===== config.mk =====
export PLATFORM = sky130hd
export DESIGN_NAME = adcp_top
export DESIGN_NICKNAME = d
export VERILOG_FILES = /design/src/logic/adcp_pkg.sv /design/src/logic/adcp_conv_if.sv /design/src/logic/adcp_sync.sv /design/src/logic/adcp_sar.sv /design/src/logic/adcp_top.sv
export VERILOG_INCLUDE_DIRS = /design/src /design/src/logic
export SDC_FILE = /design/constraint.sdc
export NUM_CORES = 1
export LEC_CHECK = 0
export BUFFER_PORTS_ARGS = -buffer_cell sky130_fd_sc_hd__buf_4
export CAP_MARGIN = 20
export CORE_UTILIZATION = 52
export CTS_BUF_LIST = sky130_fd_sc_hd__clkbuf_4 sky130_fd_sc_hd__clkbuf_8
export CTS_CLUSTER_DIAMETER = 200
export DETAILED_ROUTE_END_ITERATION = 16
export GPL_TIMING_DRIVEN = 0
export PLACE_DENSITY_LB_ADDON = 0.12
export SKIP_CTS_REPAIR_TIMING = 1
export SLEW_MARGIN = 25
export SYNTH_ARGS = -nofsm -noshare
export SYNTH_HDL_FRONTEND = slang
export SYNTH_HIERARCHICAL = 1
export SYNTH_SLANG_ARGS = --single-unit
export TNS_END_PERCENT = 20

===== constraint.sdc =====
create_clock -name ref_clk -period 2.12 [get_ports ref_clk]
set_input_delay 0.106 -clock ref_clk [delete_from_list [all_inputs] [get_ports ref_clk]]
set_output_delay 0.106 -clock ref_clk [all_outputs]
set_load 0.03 [all_outputs]

===== src/logic/adcp_params.svh =====
// Register map, field positions, reset values and timing counts of the converter block
`ifndef ADCP_PARAMS_SVH
`define ADCP_PARAMS_SVH

// ==================================================
// Register byte addresses
`define ADCP_ADDR_RESULT 8'h00
`define ADCP_ADDR_DATA   8'h04
`define ADCP_ADDR_CTL    8'h08
`define ADCP_ADDR_PCFG   8'h0c
`define ADCP_ADDR_DIR    8'h10
`define ADCP_ADDR_STATUS 8'h14
`define ADCP_ADDR_MASK   8'h18

// ==================================================
// Control register and reference select field positions
`define ADCP_CTL_CLK_HI  7
`define ADCP_CTL_CLK_LO  6
`define ADCP_CTL_CHAN_HI 4
`define ADCP_CTL_CHAN_LO 3
`define ADCP_CTL_GO      2
`define ADCP_CTL_FLAG    1
`define ADCP_CTL_ON      0
`define ADCP_PCFG_VREF   4

// ==================================================
// Reset values and codes
`define ADCP_DIR_RST     5'h1f
`define ADCP_PCFG_RST    5'h00
`define ADCP_CLK_OSC2    2'h0
`define ADCP_CLK_OSC8    2'h1
`define ADCP_CLK_OSC32   2'h2
`define ADCP_CLK_RC      2'h3
`define ADCP_RESP_OKAY   2'h0
`define ADCP_RESP_SLVERR 2'h2

// ==================================================
// Timing
`define ADCP_CLK_PERIOD_NS 40
`define ADCP_RC_PERIOD_NS  2000
`define ADCP_RC_DIV        (`ADCP_RC_PERIOD_NS / `ADCP_CLK_PERIOD_NS)
`define ADCP_DIV_OSC2      6'h02
`define ADCP_DIV_OSC8      6'h08
`define ADCP_DIV_OSC32     6'h20
`define ADCP_SAMPLE_LAST   2'h1
`define ADCP_BIT_LAST      2'h2

`endif


===== src/logic/adcp_pkg.sv =====
// Types shared by the converter control modules
package adcp_pkg;

  typedef logic [7:0] adcp_byte_t;

  // ==================================================
  // Successive approximation sequencer
  typedef enum {SAR_IDLE, SAR_SAMPLE, SAR_BITS} adcp_sar_st_t;

  typedef struct packed {
    adcp_sar_st_t st;
    logic [5:0]   div;
    logic         tick;
    logic [1:0]   phase;
    logic [2:0]   bitn;
    adcp_byte_t   sar;
    adcp_byte_t   trial;
    logic         sh;
    logic         busy;
    logic         done;
    adcp_byte_t   result;
  } adcp_sar_t;

  // ==================================================
  // Register file and bus slave
  typedef struct packed {
    logic        awready, wready, arready, bvalid, rvalid;
    logic        aw_full, w_full, wstb;
    logic [1:0]  bresp, rresp;
    logic [7:0]  awaddr;
    adcp_byte_t  wdata;
    logic [31:0] rdata;
    logic [1:0]  clk_sel, chan;
    logic        go, flag, power, start;
    adcp_byte_t  result;
    logic [4:0]  pcfg, dir, latch, pin_oe;
    logic        irq_st, irq_mask, irq;
  } adcp_top_t;

endpackage


===== src/logic/adcp_conv_if.sv =====
// Link between the register file and the conversion sequencer
interface adcp_conv_if;
  import adcp_pkg::*;
  logic       start;
  logic       power;
  logic       sleep;
  logic       cmp;
  logic [1:0] clk_sel;
  logic       busy;
  logic       done;
  adcp_byte_t result;

  modport ctl  (output start, power, sleep, cmp, clk_sel, input busy, done, result);
  modport core (input start, power, sleep, cmp, clk_sel, output busy, done, result);
endinterface


===== src/logic/adcp_sync.sv =====
// Three-stage input synchroniser that passes a change once stages two and three agree
module adcp_sync #(
  parameter int W = 1
) (
  input  wire logic         ref_clk,
  input  wire logic         rst,
  input  wire logic [W-1:0] async_in,
  output logic      [W-1:0] sync_out
);
  typedef struct packed {
    logic [W-1:0] s1, s2, s3, q;
  } adcp_sync_t;

  adcp_sync_t r;
  adcp_sync_t next_r;

  // Shift chain; only stage two reads stage one
  always_comb begin
    next_r    = r;
    next_r.s1 = async_in;
    next_r.s2 = r.s1;
    next_r.s3 = r.s2;
    for (int i = 0; i < W; i++) begin
      if (r.s2[i] == r.s3[i]) begin
        next_r.q[i] = r.s3[i];
      end
    end
  end

  always_ff @(posedge ref_clk) begin
    if (rst) begin
      r <= '0;
    end else begin
      r <= next_r;
    end
  end

  assign sync_out = r.q;
endmodule


===== src/logic/adcp_sar.sv =====
// Successive approximation sequencer with conversion clock divider
`include "adcp_params.svh"
module adcp_sar (
  input  wire logic          ref_clk,
  input  wire logic          rst,
  adcp_conv_if.core          cif,
  output adcp_pkg::adcp_byte_t dac_code,
  output logic               sample_hold
);
  import adcp_pkg::*;

  adcp_sar_t  r;
  adcp_sar_t  next_r;
  logic [5:0] lim;
  logic       run;
  adcp_byte_t kept;

  // Divider terminal count per clock choice
  always_comb begin
    case (cif.clk_sel)
      `ADCP_CLK_OSC2:  lim = `ADCP_DIV_OSC2;
      `ADCP_CLK_OSC8:  lim = `ADCP_DIV_OSC8;
      `ADCP_CLK_OSC32: lim = `ADCP_DIV_OSC32;
      default:         lim = 6'(`ADCP_RC_DIV);
    endcase
  end

  // Only the internal RC choice keeps ticking in sleep
  assign run = cif.power && (r.st != SAR_IDLE) &&
               !(cif.sleep && (cif.clk_sel != `ADCP_CLK_RC));

  // Sequencer: sample, then eight trial bits from the top down
  always_comb begin
    next_r      = r;
    next_r.done = 1'h0;
    next_r.tick = 1'h0;
    kept        = cif.cmp ? r.trial : r.sar;
    if (run) begin
      if (r.div >= lim - 6'h01) begin
        next_r.div  = 6'h00;
        next_r.tick = 1'h1;
      end else begin
        next_r.div = r.div + 6'h01;
      end
    end
    case (r.st)
      SAR_IDLE: begin
        next_r.div = 6'h00;
        if (cif.start && cif.power) begin
          next_r.st    = SAR_SAMPLE;
          next_r.sh    = 1'h1;
          next_r.busy  = 1'h1;
          next_r.phase = 2'h0;
        end
      end
      SAR_SAMPLE: begin
        if (r.tick) begin
          if (r.phase == `ADCP_SAMPLE_LAST) begin
            next_r.sh    = 1'h0;
            next_r.st    = SAR_BITS;
            next_r.bitn  = 3'h7;
            next_r.sar   = 8'h00;
            next_r.trial = 8'h80;
            next_r.phase = 2'h0;
          end else begin
            next_r.phase = r.phase + 2'h1;
          end
        end
      end
      SAR_BITS: begin
        if (r.tick) begin
          if (r.phase == `ADCP_BIT_LAST) begin
            next_r.phase = 2'h0;
            if (r.bitn == 3'h0) begin
              next_r.result = kept;
              next_r.done   = 1'h1;
              next_r.busy   = 1'h0;
              next_r.trial  = 8'h00;
              next_r.st     = SAR_IDLE;
            end else begin
              next_r.sar   = kept;
              next_r.bitn  = r.bitn - 3'h1;
              next_r.trial = kept | (8'h01 << (r.bitn - 3'h1));
            end
          end else begin
            next_r.phase = r.phase + 2'h1;
          end
        end
      end
      default: next_r.st = SAR_IDLE;
    endcase
    // Power off shuts the core down at once
    if (!cif.power) begin
      next_r.st    = SAR_IDLE;
      next_r.busy  = 1'h0;
      next_r.sh    = 1'h0;
      next_r.trial = 8'h00;
      next_r.div   = 6'h00;
    end
  end

  always_ff @(posedge ref_clk) begin
    if (rst) begin
      r <= '0;
    end else begin
      r <= next_r;
    end
  end

  assign dac_code    = r.trial;
  assign sample_hold = r.sh;
  assign cif.busy    = r.busy;
  assign cif.done    = r.done;
  assign cif.result  = r.result;

  logic osc2_ok;
  assign osc2_ok = cif.power && !cif.sleep && (cif.clk_sel == `ADCP_CLK_OSC2) &&
                   (r.st != SAR_IDLE);
endmodule


===== src/logic/adcp_top.sv =====
// Converter control and shared pin group: register file, bus slave, pins, interrupt
//
// The AXI4-Lite interface to the registers was left to the implementer.
`include "adcp_params.svh"
module adcp_top (
  input  wire logic            ref_clk,
  input  wire logic            rst,
  input  wire logic [7:0]      s_axi_awaddr,
  input  wire logic            s_axi_awvalid,
  output logic                 s_axi_awready,
  input  wire logic [31:0]     s_axi_wdata,
  input  wire logic [3:0]      s_axi_wstrb,
  input  wire logic            s_axi_wvalid,
  output logic                 s_axi_wready,
  output logic [1:0]           s_axi_bresp,
  output logic                 s_axi_bvalid,
  input  wire logic            s_axi_bready,
  input  wire logic [7:0]      s_axi_araddr,
  input  wire logic            s_axi_arvalid,
  output logic                 s_axi_arready,
  output logic [31:0]          s_axi_rdata,
  output logic [1:0]           s_axi_rresp,
  output logic                 s_axi_rvalid,
  input  wire logic            s_axi_rready,
  input  wire logic [4:0]      pin_in,
  output logic [4:0]           pin_out,
  output logic [4:0]           pin_oe,
  input  wire logic            cmp_in,
  input  wire logic            sleep,
  output adcp_pkg::adcp_byte_t dac_code,
  output logic                 sample_hold,
  output logic [1:0]           channel_select,
  output logic                 vref_external,
  output logic                 converter_power,
  output logic                 irq
);
  import adcp_pkg::*;

  adcp_top_t  r;
  adcp_top_t  next_r;
  logic [5:0] sync_all;
  logic [4:0] pin_rd;
  logic       wr_fire;
  logic       rd_fire;

  // ==================================================
  // Input synchronisers and the conversion core
  adcp_sync #(.W(6)) u_sync (
    .ref_clk  (ref_clk),
    .rst      (rst),
    .async_in ({cmp_in, pin_in}),
    .sync_out (sync_all)
  );

  adcp_conv_if cif ();

  // Request side of the core link
  assign cif.start   = r.start;
  assign cif.power   = r.power;
  assign cif.sleep   = sleep;
  assign cif.cmp     = sync_all[5];
  assign cif.clk_sel = r.clk_sel;

  adcp_sar u_sar (
    .ref_clk     (ref_clk),
    .rst         (rst),
    .cif         (cif.core),
    .dac_code    (dac_code),
    .sample_hold (sample_hold)
  );

  // ==================================================
  // Pin read path: analog pins and the reference pin read as zero
  assign pin_rd = {sync_all[4],
                   sync_all[3:0] & r.pcfg[3:0] & ~{r.pcfg[`ADCP_PCFG_VREF], 3'h0}};

  // Bus handshakes
  assign wr_fire = r.aw_full && r.w_full && !r.bvalid;
  assign rd_fire = s_axi_arvalid && r.arready;

  // Address decode for both directions
  function automatic logic mapped(input logic [7:0] a);
    case (a)
      `ADCP_ADDR_RESULT, `ADCP_ADDR_DATA, `ADCP_ADDR_CTL, `ADCP_ADDR_PCFG,
      `ADCP_ADDR_DIR, `ADCP_ADDR_STATUS, `ADCP_ADDR_MASK: mapped = 1'h1;
      default: mapped = 1'h0;
    endcase
  endfunction

  // Read data mux
  function automatic logic [31:0] rd_value(input logic [7:0] a);
    case (a)
      `ADCP_ADDR_RESULT: rd_value = {24'h0, r.result};
      `ADCP_ADDR_DATA:   rd_value = {27'h0, pin_rd};
      `ADCP_ADDR_CTL:    rd_value = {24'h0, r.clk_sel, 1'h0, r.chan, r.go, r.flag, r.power};
      `ADCP_ADDR_PCFG:   rd_value = {27'h0, r.pcfg};
      `ADCP_ADDR_DIR:    rd_value = {27'h0, r.dir};
      `ADCP_ADDR_STATUS: rd_value = {31'h0, r.irq_st};
      `ADCP_ADDR_MASK:   rd_value = {31'h0, r.irq_mask};
      default:           rd_value = 32'h0;
    endcase
  endfunction

  // ==================================================
  // Next-state logic for bus slave, registers and interrupt
  always_comb begin
    next_r       = r;
    next_r.start = 1'h0;
    // Write address and data are taken independently
    if (s_axi_awvalid && r.awready) begin
      next_r.awaddr  = s_axi_awaddr;
      next_r.aw_full = 1'h1;
      next_r.awready = 1'h0;
    end
    if (s_axi_wvalid && r.wready) begin
      next_r.wdata  = s_axi_wdata[7:0];
      next_r.wstb   = s_axi_wstrb[0];
      next_r.w_full = 1'h1;
      next_r.wready = 1'h0;
    end
    // Register write once both halves are held
    if (wr_fire) begin
      next_r.aw_full = 1'h0;
      next_r.w_full  = 1'h0;
      next_r.bvalid  = 1'h1;
      next_r.bresp   = mapped(r.awaddr) ? `ADCP_RESP_OKAY : `ADCP_RESP_SLVERR;
      if (r.awaddr == `ADCP_ADDR_DATA) begin
        // Unwritten lane keeps the pin levels just read
        next_r.latch = r.wstb ? r.wdata[4:0] : pin_rd;
      end else if (r.wstb) begin
        case (r.awaddr)
          `ADCP_ADDR_CTL: begin
            next_r.clk_sel = r.wdata[`ADCP_CTL_CLK_HI:`ADCP_CTL_CLK_LO];
            next_r.chan    = r.wdata[`ADCP_CTL_CHAN_HI:`ADCP_CTL_CHAN_LO];
            next_r.flag    = r.wdata[`ADCP_CTL_FLAG];
            next_r.power   = r.wdata[`ADCP_CTL_ON];
            if (r.wdata[`ADCP_CTL_GO] && r.wdata[`ADCP_CTL_ON] && !r.go) begin
              next_r.go    = 1'h1;
              next_r.start = 1'h1;
            end
          end
          `ADCP_ADDR_PCFG: next_r.pcfg     = r.wdata[4:0];
          `ADCP_ADDR_DIR:  next_r.dir      = r.wdata[4:0];
          `ADCP_ADDR_MASK: next_r.irq_mask = r.wdata[0];
          default: ;
        endcase
      end
    end
    if (r.bvalid && s_axi_bready) begin
      next_r.bvalid  = 1'h0;
      next_r.awready = 1'h1;
      next_r.wready  = 1'h1;
    end
    // Reads answer at the edge that takes the address
    if (rd_fire) begin
      next_r.arready = 1'h0;
      next_r.rvalid  = 1'h1;
      next_r.rdata   = rd_value(s_axi_araddr);
      next_r.rresp   = mapped(s_axi_araddr) ? `ADCP_RESP_OKAY : `ADCP_RESP_SLVERR;
      if (s_axi_araddr == `ADCP_ADDR_STATUS) begin
        next_r.irq_st = 1'h0;
      end
    end
    if (r.rvalid && s_axi_rready) begin
      next_r.rvalid  = 1'h0;
      next_r.arready = 1'h1;
    end
    // Completion comes last so its set wins over any clear
    if (cif.done) begin
      next_r.result = cif.result;
      next_r.go     = 1'h0;
      next_r.flag   = 1'h1;
      next_r.irq_st = 1'h1;
    end
    if (!next_r.power) begin
      next_r.go = 1'h0;
    end
    // Driver follows direction even in analog mode
    next_r.pin_oe = ~next_r.dir;
    next_r.irq    = next_r.irq_st & next_r.irq_mask;
  end

  // State register with reset values
  always_ff @(posedge ref_clk) begin
    if (rst) begin
      r         <= '0;
      r.awready <= 1'h1;
      r.wready  <= 1'h1;
      r.arready <= 1'h1;
      r.dir     <= `ADCP_DIR_RST;
      r.pcfg    <= `ADCP_PCFG_RST;
      r.pin_oe  <= 5'h00;
    end else begin
      r <= next_r;
    end
  end

  // ==================================================
  // Outputs, all from flip-flops
  assign s_axi_awready   = r.awready;
  assign s_axi_wready    = r.wready;
  assign s_axi_bresp     = r.bresp;
  assign s_axi_bvalid    = r.bvalid;
  assign s_axi_arready   = r.arready;
  assign s_axi_rdata     = r.rdata;
  assign s_axi_rresp     = r.rresp;
  assign s_axi_rvalid    = r.rvalid;
  assign pin_out         = r.latch;
  assign pin_oe          = r.pin_oe;
  assign channel_select  = r.chan;
  assign vref_external   = r.pcfg[`ADCP_PCFG_VREF];
  assign converter_power = r.power;
  assign irq             = r.irq;
endmodule


==> reports/results.ini <==
[global_routing]
gr-usage-met3_pct = 5.31
overflow = 0
grt_pass1_vias = 4530
antenna_found_initial = 0
met2_usage_pct = 37.2
busiest_layer = met2
grt_max_degree = 17
grt_pass1_wl_mm = 21.8
track_usage_pct = 21.6
use_met1_pct = 25.6

[pwr]
p_int_w = 0.00415
p_clk_share_pct = 43.2
seqPwrFrac_pct = 48.4
swShare_pct = 23.7
leakagePower_nw = 3.24
pwr-share-comb_pct = 8.4
ir_worst_vdd_uv = 375
powerDensity_mw_per_mm2 = 670
power.switching_w = 0.00129

[hold_path]
hold_path_depth = 2
min_path_type = in -> reg
min-delay-start = rst
hold_path_end = u_sync/next_r[17]$_SDFF_PP0_

[placed_design]
port_buffers = 74
hpwlAfterDp_mm = 10.1
pre_cts_ws_ns = -0.132
placed_area_mm2 = 0.00733
dp.cells = 945
place.gp.congestion = 0.879

[cts]
clockBufferDepth = 2
cts_root_buf = clkbuf_8
clock-sinks = 136
worstSkewPairLatency_ns = 0.45
cts_tree = yes
cts_buffers = 17
path_clk_slew_ns = 0.08
htreeDepth = 4

[layout]
instances_no_fill = 1009
nNetsFinal = 912
multi_input_area_mm2 = 0.00309
drive_gt1_share_pct = 27.9
final_core_util_pct = 67.3
n_fill_cell = 1012
antenna_cells = 0
areaGrowthSynthToFinish_pct = 25.4
fin_area_mm2 = 0.00812
final-seq-area_mm2 = 0.00272

[detailed_routing]
ant_nets = 0
viasPerCell = 5.11
first_pass_iters = 6
wl_per_cell_um = 13.7
vias = 5157
drc = 0
routed_wl_mm = 13.9
first_iter_violations = 250

[die]
die_y_um = 114
core_area_mm2 = 0.0121
num_rows = 40
die_x_um = 114
ios = 131
initial_core_util_pct = 53.7
die_area_mm2 = 0.0129

[worst_setup_path]
crit_arrival_ns = 2.40
path_max_fanout = 7
r2r_cells = 5
rrSetupSlack_ns = 0.06
path_class = reg -> reg
worstPathCellList = or4_4 -> nor4_2 -> and4b_2 -> buf_8 -> mux2_2
crit_slowest_cell = or4_4
crit_required_ns = 2.46
worstSetupEndpointType = register
start_kind = register
r2r_end = pin_oe[2]$_SDFF_PP0_
crit_path_max_incr_delay_ns = 0.64
r2r-start = r[84]$_SDFFE_PP0P_

[synthesis]
avgSynthCellArea_um2 = 9.55
netlist_instances = 678
syn-cell-area_mm2 = 0.00647
yosysWarnings = 6

[timing]
setup_viol = 0
rsz0062_at_grt = true
slew_violations = 0
period_share_pct = 97.0
timing.final.ws_setup_ns = 0.0632
tns_ns = 0
maxSlewHeadroom_pct = 44.8
fin_crit_ns = 2.06
max_freq_ghz = 0.486
worstMarginPinSlew_ns = 0.820
hold_viol_final = 0
fin_skew_ns = 0.00644

[run]
maxCapViolations = 0

[run_status]
outcome = complete, no violations

==> final cells by class <==
class,instances,share of cell area (%)
repair buffers,107,10.9
inverters,15,0.694
multi-input cells,448,38.1
well taps,168,2.59
flip-flops and latches,136,33.6
plain buffers,103,8.71
clock inverters,12,2.14
clock buffers,20,3.31
==> worst max-delay path by stage <==
| stage | from | endpoint | cells past startpoint | slack [ns] |
|---|---|---|---|---|
| final | r[84]$_SDFFE_PP0P_ | pin_oe[2]$_SDFF_PP0_ | 5 | 0.06 |
| after global routing | s_axi_bvalid$_SDFFE_PP0N_ | pin_oe[2]$_SDFF_PP0_ | 5 | -0.03 |
| after CTS | r[85]$_SDFFE_PP0P_ | pin_oe[2]$_SDFF_PP0_ | 6 | -0.15 |
| after detailed placement | r[85]$_SDFFE_PP0P_ | pin_oe[2]$_SDFF_PP0_ | 6 | -0.13 |
| after global placement | r[85]$_SDFFE_PP0P_ | pin_oe[2]$_SDFF_PP0_ | 6 | -0.1 |
| after floorplan | r[85]$_SDFFE_PP0P_ | pin_oe[1]$_SDFF_PP0_ | 6 | 0.09 |
==> sequential cells by signal, summed over array words and instances, names as in the netlist, 2 cells and up <==
register	flops
r	39
u_sar/r	22
u_sync/next_r	12
s_axi_rdata	8
u_sar/cif.result	8
u_sar/dac_code	8
u_sync/r	6
u_sync/sync_out	6
pin_oe	5
pin_out	5
channel_select	2
cif.clk_sel	2
==> power groups by stage <==
stage	logic, W	clock network, W	registers, W
after floorplan	0.000288	0	0.00269
after global placement	0.000410	0	0.00269
after detailed placement	0.000416	0	0.00269
after CTS	0.000416	0.00239	0.00263
after global routing	0.000490	0.00249	0.00264
final	0.000454	0.00235	0.00263
==> routing by layer <==
layer	share of wire, %	vias up
li1	-	2621
met1	44	2387
met2	49	124
met3	4.5	25
met4	2.0	0
met5	0	-
==> layout by cell type, fill, tap and decap left out, types with 4 or more instances in the layout <==
cell type and instances:
clkbuf_1 20, nand2_1 44, and2b_1 7, nor4_4 4, dlygate4sd3_1 26, nor2_1 53, nor2b_2 7, a2111oi_2 4
o2bb2ai_1 7, nor4_1 4, o31ai_1 4, conb_1 26, a22o_1 8, mux2_2 9, a211oi_1 15, clkbuf_8 19
buf_4 154, nand4b_1 6, mux2i_1 34, dfxtp_1 135, clkinv_2 4, bufinv_16 4, nor2b_1 14, buf_6 4
inv_1 14, a22oi_1 10, ha_1 18, nand2b_1 9, xnor2_1 5, a21oi_1 51, o21ai_0 16, nand3_1 23
and3_1 4, nor3_1 9
==> metrics by stage <==
step | hold slack (ns) | power, W
6_report | 0.0199 | 0.00544
4_1_cts | -0.164 | 0.00544
5_1_grt | 0.00693 | 0.00562
3_5_place_dp | 0.317 | 0.00311
3_3_place_gp | 0.312 | 0.00310
2_1_floorplan | 0.231 | 0.00298
==> worst max-delay path, delay by kind of cell, from the launching register on <==
| family | cells | cell delay [ns] |
|---|---|---|
| muxes | 1 | 0.33 |
| buffers and inverters | 1 | 0.14 |
| and+or+nand+nor | 3 | 1.17 |
| DFF | 1 | 0.32 |
(Power assumes the default switching activity.)
